==> src/ptd_pkg.sv <==
// package: topology codes, object kinds, register map and widths for the decomposer
package ptd_pkg;
  localparam int VTX_W = 32;
  localparam int TOPO_W = 4;
  typedef enum logic [3:0] {
    topo_point_list,
    topo_point_list_back,
    topo_line_list,
    topo_line_strip,
    topo_line_strip_continue,
    topo_line_strip_back,
    topo_line_strip_continue_back,
    topo_triangle_list,
    topo_triangle_strip,
    topo_triangle_strip_reversed,
    topo_triangle_fan,
    topo_triangle_fan_unstippled,
    topo_polygon,
    topo_rectangle_list
  } ptd_topo_type;
  typedef enum logic [1:0] {
    obj_point,
    obj_line,
    obj_triangle,
    obj_rectangle
  } ptd_obj_type;
  // register map (byte addresses)
  localparam logic [11:0] ADDR_PROVOKE = 12'h000;
  localparam logic [11:0] ADDR_STATUS  = 12'h004;
  localparam logic [11:0] ADDR_COUNT   = 12'h008;
  // provoking select fields inside ADDR_PROVOKE
  localparam int LINE_SEL_LSB = 0;
  localparam int TRI_SEL_LSB  = 2;
  localparam int FAN_SEL_LSB  = 4;
  localparam logic [5:0] PROVOKE_RESET = 6'h00;
endpackage

==> src/ptd_apb_regs.sv <==
// APB slave holding the provoking-vertex selects and showing decomposer state
`timescale 1ns/10ps
`default_nettype none
module ptd_apb_regs
  import ptd_pkg::*;
(
  input  wire logic        pclk,
  input  wire logic        presetn,
  input  wire logic        psel,
  input  wire logic        penable,
  input  wire logic        pwrite,
  input  wire logic [11:0] paddr,
  input  wire logic [31:0] pwdata,
  output logic      [31:0] prdata,
  output logic             pready,
  output logic             pslverr,
  input  wire logic        busy,
  input  wire logic [15:0] obj_count,
  output logic      [1:0]  line_sel,
  output logic      [1:0]  tri_sel,
  output logic      [1:0]  fan_sel
);
  logic [5:0]  prov_q;
  logic [5:0]  prov_d;
  logic [31:0] rdata_q;
  logic [31:0] rdata_d;
  logic        err_q;
  logic        err_d;
  logic        acc;

  // zero wait state: the answer stands in the first access cycle
  assign acc     = psel && !penable;
  assign pready  = 1'b1;
  assign prdata  = rdata_q;
  assign pslverr = err_q;
  assign line_sel = prov_q[LINE_SEL_LSB+:2];
  assign tri_sel  = prov_q[TRI_SEL_LSB+:2];
  assign fan_sel  = prov_q[FAN_SEL_LSB+:2];

  always_comb begin
    prov_d  = prov_q;
    rdata_d = rdata_q;
    err_d   = err_q;
    // decode in setup so read data is registered before the access edge
    if (acc) begin
      err_d   = 1'b0;
      rdata_d = 32'h0000_0000;
      unique case (paddr)
        ADDR_PROVOKE: rdata_d = {26'h000_0000, prov_q};
        ADDR_STATUS:  rdata_d = {31'h0000_0000, busy};
        ADDR_COUNT:   rdata_d = {16'h0000, obj_count};
        default:      err_d   = 1'b1;
      endcase
    end
    if (psel && penable && pwrite && paddr == ADDR_PROVOKE) begin
      prov_d = pwdata[5:0];
    end
  end

  always_ff @(posedge pclk or negedge presetn) begin
    if (!presetn) begin
      prov_q  <= PROVOKE_RESET;
      rdata_q <= 32'h0000_0000;
      err_q   <= 1'b0;
    end else begin
      prov_q  <= prov_d;
      rdata_q <= rdata_d;
      err_q   <= err_d;
    end
  end
endmodule
`default_nettype wire

==> src/ptd_vertex_window.sv <==
// three-entry vertex window with fan anchor
`timescale 1ns/10ps
`default_nettype none
module ptd_vertex_window
  import ptd_pkg::*;
(
  input  wire logic             pclk,
  input  wire logic             presetn,
  input  wire logic             load,
  input  wire logic             first,
  input  wire logic             clear,
  input  wire logic [VTX_W-1:0] vtx,
  output logic      [VTX_W-1:0] anchor,
  output logic      [VTX_W-1:0] older,
  output logic      [VTX_W-1:0] newer
);
  logic [VTX_W-1:0] anc_q;
  logic [VTX_W-1:0] anc_d;
  logic [VTX_W-1:0] old_q;
  logic [VTX_W-1:0] old_d;
  logic [VTX_W-1:0] new_q;
  logic [VTX_W-1:0] new_d;

  assign anchor = anc_q;
  assign older  = old_q;
  assign newer  = new_q;

  always_comb begin
    anc_d = anc_q;
    old_d = old_q;
    new_d = new_q;
    if (clear) begin
      old_d = '0;
      new_d = '0;
    end else if (load) begin
      if (first) begin
        anc_d = vtx;
      end
      old_d = new_q;
      new_d = vtx;
    end
  end

  always_ff @(posedge pclk or negedge presetn) begin
    if (!presetn) begin
      anc_q <= '0;
      old_q <= '0;
      new_q <= '0;
    end else begin
      anc_q <= anc_d;
      old_q <= old_d;
      new_q <= new_d;
    end
  end
endmodule
`default_nettype wire

==> src/ptd_decomposer.sv <==
// primitive topology decomposer: vertex stream in, basic objects out
// How it works
// - point lists: one vertex object, index zero
// - back point list sets back facing flag
// - line list pairs disjoint vertices
// - line index from line select; lists unstippled-continue
// - line strip shares one vertex per line
// - strip back flag; continue on later lines
// - triangle list disjoint triples, stippled, uninverted
// - list/strip triangle index from triangle select
// - strip triangles from sliding triples, stippled
// - strip winding starts per type, toggles
// - fan keeps vertex zero in every triangle
// - fan winding invert always clear
// - fan index from fan select
// - unstippled fan clears polygon stipple flag
// - polygon is fan with index zero
// - rectangle list like triangle list, index zero, unstippled
// - objects leave one by one in order
//
// Our own choices: the APB slave port and the placing of the registers.
`timescale 1ns/10ps
`default_nettype none
module ptd_decomposer
  import ptd_pkg::*;
(
  input  wire logic                 pclk,
  input  wire logic                 presetn,
  input  wire logic                 psel,
  input  wire logic                 penable,
  input  wire logic                 pwrite,
  input  wire logic [11:0]          paddr,
  input  wire logic [31:0]          pwdata,
  output logic      [31:0]          prdata,
  output logic                      pready,
  output logic                      pslverr,
  input  wire logic                 vtx_valid,
  output logic                      vtx_ready,
  input  wire logic [VTX_W-1:0]     vtx_data,
  input  wire logic                 vtx_first,
  input  wire logic                 vtx_last,
  input  wire ptd_pkg::ptd_topo_type vtx_topo,
  output logic                      obj_valid,
  input  wire logic                 obj_ready,
  output ptd_pkg::ptd_obj_type      object_kind,
  output logic      [1:0]           object_vertex_count,
  output logic      [VTX_W-1:0]     obj_v0,
  output logic      [VTX_W-1:0]     obj_v1,
  output logic      [VTX_W-1:0]     obj_v2,
  output logic      [1:0]           flat_shade_vertex_index,
  output logic                      back_facing_flag,
  output logic                      stipple_continue_flag,
  output logic                      winding_invert_flag,
  output logic                      polygon_stipple_flag
);
  // ==========================================================
  // registers and window
  // ==========================================================
  logic [1:0]       line_sel;
  logic [1:0]       tri_sel;
  logic [1:0]       fan_sel;
  logic [VTX_W-1:0] anchor;
  logic [VTX_W-1:0] older;
  logic [VTX_W-1:0] newer;
  logic             take;
  logic             busy_q;
  logic             busy_d;
  logic [15:0]      cnt_q;
  logic [15:0]      cnt_d;

  ptd_apb_regs u_regs (
    .pclk      (pclk),
    .presetn   (presetn),
    .psel      (psel),
    .penable   (penable),
    .pwrite    (pwrite),
    .paddr     (paddr),
    .pwdata    (pwdata),
    .prdata    (prdata),
    .pready    (pready),
    .pslverr   (pslverr),
    .busy      (busy_q),
    .obj_count (cnt_q),
    .line_sel  (line_sel),
    .tri_sel   (tri_sel),
    .fan_sel   (fan_sel)
  );

  ptd_vertex_window u_win (
    .pclk    (pclk),
    .presetn (presetn),
    .load    (take),
    .first   (vtx_first),
    .clear   (take && vtx_last),
    .vtx     (vtx_data),
    .anchor  (anchor),
    .older   (older),
    .newer   (newer)
  );

  // ==========================================================
  // decomposition state
  // ==========================================================
  // pos_q counts vertices of this primitive (saturating at 3), or of the current object in line, triangle and rectangle lists
  logic [1:0]  pos_q;
  logic [1:0]  pos_d;
  logic        inv_q;
  logic        inv_d;
  logic        cont_q;
  logic        cont_d;
  ptd_topo_type topo_q;
  ptd_topo_type topo_d;
  logic        emit;
  logic [1:0]  pos_now;
  ptd_topo_type topo_now;
  logic        ov_q;
  logic        ov_d;
  ptd_obj_type kind_q;
  ptd_obj_type kind_d;
  logic [1:0]  nv_q;
  logic [1:0]  nv_d;
  logic [VTX_W-1:0] v0_q;
  logic [VTX_W-1:0] v0_d;
  logic [VTX_W-1:0] v1_q;
  logic [VTX_W-1:0] v1_d;
  logic [VTX_W-1:0] v2_q;
  logic [VTX_W-1:0] v2_d;
  logic [1:0]  pv_q;
  logic [1:0]  pv_d;
  logic        bf_q;
  logic        bf_d;
  logic        sc_q;
  logic        sc_d;
  logic        wi_q;
  logic        wi_d;
  logic        ps_q;
  logic        ps_d;

  // one object register; a vertex is taken only when it may be refilled
  assign vtx_ready = !ov_q || obj_ready;
  assign take      = vtx_valid && vtx_ready;
  assign pos_now   = vtx_first ? 2'd0 : pos_q;
  assign topo_now  = vtx_first ? vtx_topo : topo_q;

  assign obj_valid               = ov_q;
  assign object_kind             = kind_q;
  assign object_vertex_count     = nv_q;
  assign obj_v0                  = v0_q;
  assign obj_v1                  = v1_q;
  assign obj_v2                  = v2_q;
  assign flat_shade_vertex_index = pv_q;
  assign back_facing_flag        = bf_q;
  assign stipple_continue_flag   = sc_q;
  assign winding_invert_flag     = wi_q;
  assign polygon_stipple_flag    = ps_q;

  always_comb begin
    pos_d  = pos_q;
    inv_d  = inv_q;
    cont_d = cont_q;
    topo_d = topo_q;
    busy_d = busy_q;
    cnt_d  = cnt_q;
    ov_d   = ov_q && !obj_ready;
    kind_d = kind_q;
    nv_d   = nv_q;
    v0_d   = v0_q;
    v1_d   = v1_q;
    v2_d   = v2_q;
    pv_d   = pv_q;
    bf_d   = bf_q;
    sc_d   = sc_q;
    wi_d   = wi_q;
    ps_d   = ps_q;
    emit   = 1'b0;
    if (take) begin
      topo_d = topo_now;
      busy_d = !vtx_last;
      if (vtx_first) begin
        inv_d  = (vtx_topo == topo_triangle_strip_reversed);
        cont_d = (vtx_topo == topo_line_strip_continue) ||
                 (vtx_topo == topo_line_strip_continue_back);
      end
      pos_d = (pos_now == 2'd3) ? 2'd3 : pos_now + 2'd1;
      v0_d  = newer;
      v1_d  = vtx_data;
      v2_d  = vtx_data;
      bf_d  = 1'b0;
      sc_d  = 1'b0;
      wi_d  = 1'b0;
      ps_d  = 1'b1;
      pv_d  = 2'd0;
      unique case (topo_now)
        topo_point_list, topo_point_list_back: begin
          emit   = 1'b1;
          kind_d = obj_point;
          nv_d   = 2'd1;
          v0_d   = vtx_data;
          bf_d   = (topo_now == topo_point_list_back);
          ps_d   = 1'b0;
        end
        topo_line_list: begin
          emit   = pos_now[0];
          pos_d  = {1'b0, ~pos_now[0]};
          kind_d = obj_line;
          nv_d   = 2'd2;
          pv_d   = line_sel;
          ps_d   = 1'b0;
        end
        topo_line_strip, topo_line_strip_continue,
        topo_line_strip_back, topo_line_strip_continue_back: begin
          emit   = (pos_now != 2'd0);
          kind_d = obj_line;
          nv_d   = 2'd2;
          pv_d   = line_sel;
          ps_d   = 1'b0;
          bf_d   = (topo_now == topo_line_strip_back) ||
                   (topo_now == topo_line_strip_continue_back);
          sc_d   = vtx_first ? 1'b0 : cont_q;
          if (emit) begin
            cont_d = 1'b1;
          end
        end
        topo_triangle_list, topo_rectangle_list: begin
          emit   = (pos_now == 2'd2);
          pos_d  = (pos_now == 2'd2) ? 2'd0 : pos_now + 2'd1;
          kind_d = (topo_now == topo_rectangle_list) ? obj_rectangle : obj_triangle;
          nv_d   = 2'd3;
          v0_d   = older;
          v1_d   = newer;
          pv_d   = (topo_now == topo_rectangle_list) ? 2'd0 : tri_sel;
          ps_d   = (topo_now == topo_triangle_list);
        end
        topo_triangle_strip, topo_triangle_strip_reversed: begin
          emit   = (pos_now >= 2'd2);
          kind_d = obj_triangle;
          nv_d   = 2'd3;
          v0_d   = older;
          v1_d   = newer;
          pv_d   = tri_sel;
          wi_d   = vtx_first ? inv_d : inv_q;
          if (emit) begin
            inv_d = !wi_d;
          end
        end
        topo_triangle_fan, topo_triangle_fan_unstippled, topo_polygon: begin
          emit   = (pos_now >= 2'd2);
          kind_d = obj_triangle;
          nv_d   = 2'd3;
          v0_d   = anchor;
          v1_d   = newer;
          wi_d   = 1'b0;
          pv_d   = (topo_now == topo_polygon) ? 2'd0 : fan_sel;
          ps_d   = (topo_now != topo_triangle_fan_unstippled);
        end
        default: begin
          emit = 1'b0;
        end
      endcase
      if (emit) begin
        ov_d  = 1'b1;
        cnt_d = cnt_q + 16'h0001;
      end
    end
  end

  always_ff @(posedge pclk or negedge presetn) begin
    if (!presetn) begin
      pos_q  <= 2'd0;
      inv_q  <= 1'b0;
      cont_q <= 1'b0;
      topo_q <= topo_point_list;
      busy_q <= 1'b0;
      cnt_q  <= 16'h0000;
      ov_q   <= 1'b0;
      kind_q <= obj_point;
      nv_q   <= 2'd0;
      v0_q   <= '0;
      v1_q   <= '0;
      v2_q   <= '0;
      pv_q   <= 2'd0;
      bf_q   <= 1'b0;
      sc_q   <= 1'b0;
      wi_q   <= 1'b0;
      ps_q   <= 1'b0;
    end else begin
      pos_q  <= pos_d;
      inv_q  <= inv_d;
      cont_q <= cont_d;
      topo_q <= topo_d;
      busy_q <= busy_d;
      cnt_q  <= cnt_d;
      ov_q   <= ov_d;
      kind_q <= kind_d;
      nv_q   <= nv_d;
      v0_q   <= v0_d;
      v1_q   <= v1_d;
      v2_q   <= v2_d;
      pv_q   <= pv_d;
      bf_q   <= bf_d;
      sc_q   <= sc_d;
      wi_q   <= wi_d;
      ps_q   <= ps_d;
    end
  end

  // ==========================================================
  // checks
  // ==========================================================
  hold_stall_a: assert property (@(posedge pclk) disable iff (!presetn)
    obj_valid && !obj_ready |=> obj_valid && $stable(obj_v0) && $stable(obj_v1))
    else $error("object changed while stalled");
  no_take_a: assert property (@(posedge pclk) disable iff (!presetn)
    obj_valid && !obj_ready |=> $stable(pos_q) && $stable(topo_q) && $stable(obj_v2))
    else $error("intake open while output blocked");
  point_shape_a: assert property (@(posedge pclk) disable iff (!presetn)
    obj_valid && object_kind == obj_point |-> object_vertex_count == 2'd1
      && flat_shade_vertex_index == 2'd0)
    else $error("bad point object");
  point_back_a: assert property (@(posedge pclk) disable iff (!presetn)
    take && vtx_topo == topo_point_list_back && vtx_first |=> obj_valid && back_facing_flag)
    else $error("back point not flagged");
  list_stipple_a: assert property (@(posedge pclk) disable iff (!presetn)
    take && topo_now == topo_line_list && pos_now[0] |=> !stipple_continue_flag
      && flat_shade_vertex_index == $past(line_sel))
    else $error("line list flags wrong");
  strip_pair_a: assert property (@(posedge pclk) disable iff (!presetn)
    take && topo_now == topo_line_strip && pos_now != 2'd0 |=> obj_v0 == $past(newer)
      && obj_v1 == $past(vtx_data))
    else $error("strip line vertices wrong");
  strip_toggle_a: assert property (@(posedge pclk) disable iff (!presetn)
    take && emit && topo_now == topo_triangle_strip && pos_now == 2'd3
      |=> winding_invert_flag != $past(winding_invert_flag))
    else $error("strip winding wrong");
  fan_anchor_a: assert property (@(posedge pclk) disable iff (!presetn)
    take && emit && topo_now == topo_triangle_fan |=> obj_v0 == $past(anchor)
      && !winding_invert_flag)
    else $error("fan anchor lost");
  poly_index_a: assert property (@(posedge pclk) disable iff (!presetn)
    take && emit && topo_now == topo_polygon |=> flat_shade_vertex_index == 2'd0)
    else $error("polygon index not zero");
  rect_kind_a: assert property (@(posedge pclk) disable iff (!presetn)
    take && emit && topo_now == topo_rectangle_list |=> object_kind == obj_rectangle
      && !winding_invert_flag && flat_shade_vertex_index == 2'd0)
    else $error("rectangle object wrong");
endmodule
`default_nettype wire

==> config.mk <==
export PLATFORM = sky130hd
export DESIGN_NAME = ptd_decomposer
export DESIGN_NICKNAME = d
export VERILOG_FILES = /design/src/ptd_pkg.sv /design/src/ptd_apb_regs.sv /design/src/ptd_vertex_window.sv /design/src/ptd_decomposer.sv
export SDC_FILE = /design/constraint.sdc
export NUM_CORES = 1
export LEC_CHECK = 0
export ABC_AREA = 1
export BUFFER_PORTS_ARGS = -buffer_cell sky130_fd_sc_hd__buf_2
export CORE_MARGIN = 1
export CORE_UTILIZATION = 50
export DETAILED_ROUTE_END_ITERATION = 10
export PLACE_DENSITY = 0.74
export SLEW_MARGIN = 20
export SYNTH_ARGS = -nofsm -noshare
export SYNTH_HDL_FRONTEND = slang
export SYNTH_SLANG_ARGS = --single-unit
==> constraint.sdc <==
create_clock -name pclk -period 1.6 [get_ports pclk]
set_input_delay 0.32 -clock pclk [delete_from_list [all_inputs] [get_ports pclk]]
set_output_delay 0.32 -clock pclk [all_outputs]
set_load 0.01 [all_outputs]
==> run summary <==
Fillers - 1757
Largest family of logic cells by synthesized area - simple AND/OR/NAND/NOR gates
Critical path buffers and inverters - 4
Critical Path Fanout Max - 8
Clock Tree Buf Depth - 3
Row count - 55
Status - finished, violations left
Pin count of the biggest net entering global routing - 54
Switching part of the total - 33.1%
Depth of the CTS H-tree - 1
Die area - 23500 µm²
Grt total ovfl - 0
Sw power - 6.72 mW
Pre-Repair DR Iteration Count - 5
Synth Area in Simple Gates - 25.3%
IO Port Bufs - 187
Synth Area in Adders - 0.109%
CP delay by family, top - simple AND/OR/NAND/NOR gates
Sequential Area - 6280 µm²
Design Power - 20.3 mW
Failing checks - setup timing
HP Class - input pin to register
Placeable Area - 22600 µm²
Post-Synth XOR/XNOR Area - 1.15%
First-pass GRT wire length - 52100 µm
Vias post-DR - 10500
Total GRT Usage - 27.5%
Clk_lat worst skew - 0.54 ns
Initial antenna violation count - 2
Hold slack - 0.0283 ns
Final worst setup slack - -0.165 ns
Nature of the critical path startpoint - register
Pins Over Slew Limit - 0
Area Growth Syn to Fin - 34.1%
Share of cells above drive strength 1 - 30.1%
Syn. warnings - 0
Combinational share of power - 28.5%
Sequential Power Share - 40.6%
Placer Congestion - 0.877
Count of unique library cells instantiated by Yosys - 37
Worst setup EP type - register
Critical path cell sequence - nand2_1 > nand2_4 > nand2_2 > inv_2 > buf_4 > nand2_2 > nand2_8 > buf_12 > buf_16 > nand2_4 > nand3_2 > nor2_1 > nor2_1
ANT nets after route - 0
Vias in the first global route - 10100
Area occupied by multi-input gates - 4990 µm²
Critical path's largest stage delay - 0.40 ns
DP HPWL - 19400 µm
Maximum capacitance violations - 0
Drt initial violations - 744
Sequential area share after synthesis - 54.8%
RSZ-0062 raised after global routing - true
Final hold vios - 0
CTS Sinks - 251
Die Y - 153 µm
WL/cell - 17.0 µm
I/O pin cnt - 231
Final core occ - 68.1%
Min Clock Period, post-route - 1.77 ns
Cell Area, Synth - 11500 µm²
Die width - 153 µm
Worst path required time - 2.02 ns
CTS clk-pin slew, worst paths - 0.07 ns
CTS tree - yes
Initial core utilization - 50.8%
Final Setup Violations - 86
Post-synthesis compound-gate area fraction - 10.9%
Crit Path Class - register to register
CTS buffer count - 26
Internal power - 13.6 mW
Post-DR vias/cell - 5.33
Worst vdd ir - 943 µV
Syn Area/Cell - 8.18 µm²
Number of synthesized register bits - 251
DRC - 0
Final TNS setup - -6.59 ns
Pre-CTS WS - -0.645 ns
Fin crit share - 110%
Final #Nets - 1756
Post-Synthesis Cells - 1401
Fmax achieved - 566 MHz
Clk root buf - clkbuf_16
Worst EP arrival - 2.19 ns
Leakage power - 7.81 nW
Routed WL - 33600 µm
Clock skew - 0.0155 ns
Pwr Density - 1320 nW/µm²
Clock power share - 30.9%
Mux cell area share after synthesis - 0%
Crit-path slowest cell - dfrtp_1
power by group through the flow:
stage                     sequential, mW  clock (mW)  combinational, mW
after global placement              8.27           0               4.40
after floorplan                     8.47           0               2.33
after CTS                           8.21        6.32               5.28
final                               8.25        6.27               5.80
after global routing                8.38        6.58               6.30
after detailed placement            8.28           0               4.49
layer usage:
layer	up-vias	track usage, %	share of wire (%)
li1	4972	-	-
met1	5061	36.8	42
met2	408	45.1	48
met3	79	4.82	6.9
met4	2	10.1	3.2
met5	-	0	0.042
cell usage in the layout, fill, tap and decap left out, types with 18 or more instances in the layout:
master and count:
buf_6 18, a21oi_2 20, o22ai_1 32, inv_1 95, nand2_1 429, buf_12 24, buf_4 65, buf_2 186
nand3_1 32, o21ai_0 117, dfrtp_1 251, nor2_1 116, nand3_2 30, clkbuf_16 32, o21ai_1 27, nand2_2 40
metrics by stage:
stage | std cells | area [µm²]
final | 1973 | 15400
after global routing | 1971 | 15400
after CTS | 1962 | 14800
after detailed placement | 1876 | 13100
after global placement | 1876 | 13100
after floorplan | 1416 | 11500
final timing paths:
path                       startpoint               end  slack [ns]  cells after the start
max in group asynchronous     presetn         obj_v1[4]        0.74                      3
min in group asynchronous     presetn         obj_v2[5]        0.26                      2
hold / removal              pwdata[2]  u_regs.prov_q[2]        0.03                      3
setup / recovery            topo_q[1]        obj_v0[12]       -0.17                     13
hold reg to reg            obj_v1[14]        obj_v1[14]        0.47                      2
setup reg to reg            topo_q[1]        obj_v0[12]       -0.17                     13
worst register-to-register path, delay by kind of cell (launching register included):
| kind | cells | cell delay (ns) |
|---|---|---|
| flops | 1 | 0.40 |
| simple gates | 9 | 0.79 |
| buf+inv | 4 | 0.47 |
layout make-up:
type | instances | share of cell area (%)
Clock buffer | 38 | 5.06
Antenna cell | 2 | 0.0326
Sequential cell | 251 | 40.9
Tap cell | 285 | 2.32
Inverter | 106 | 2.62
Multi-Input combinational cell | 972 | 32.5
Clock inverter | 10 | 0.725
Timing Repair Buffer | 309 | 15.9
Yosys cell counts (all sizes together):
| master | count | area, µm² |
|---|---|---|
| clkbuf | 42 | 158 |
| nand2 | 485 | 1920 |
| inv | 106 | 398 |
| a21boi | 1 | 7.51 |
| a31oi | 2 | 12.5 |
| o22a | 1 | 8.76 |
| nand3 | 65 | 338 |
| buf | 47 | 318 |
| conb | 2 | 7.51 |
| dfrtp | 251 | 6280 |
| ha | 1 | 12.5 |
| o211ai | 2 | 15.0 |
| nor4 | 1 | 6.26 |
| xor2 | 13 | 114 |
| nor2 | 132 | 527 |
| a21oi | 35 | 175 |
| xnor2 | 2 | 17.5 |
| a22oi | 1 | 7.51 |
| o22ai | 32 | 200 |
| o21ai | 155 | 780 |
| o31ai | 6 | 45.0 |
| nor3 | 7 | 35.0 |
| nand4 | 10 | 62.6 |
| nand3b | 2 | 15.0 |
kinds of logic after synthesis:
kind of cell	count (synthesis)
buf+inv	195
fa+ha+maj	1
simple gates	702
flops	251
compound gates	235
other cells	2
xor+xnor	15
flip-flops by register name (all words and copies together) (netlist names), 4 cells and up:
| signal | count |
|---|---|
| obj_v0 | 32 |
| obj_v1 | 32 |
| obj_v2 | 32 |
| u_win.anchor | 32 |
| u_win.newer | 32 |
| u_win.older | 32 |
| cnt_q | 16 |
| u_regs.prdata | 16 |
| u_regs.prov_q | 6 |
| topo_q | 4 |
what timing repair did:
item,in CTS,in global routing
setup endpoints to repair,114,138
pin swaps,29,68
hold endpoints to repair,42,0
buffers inserted,29,11
resized for setup,87,119
hold buffers,1,0
cloned,8,6
Note: power is estimated with default switching activity, not from simulation.
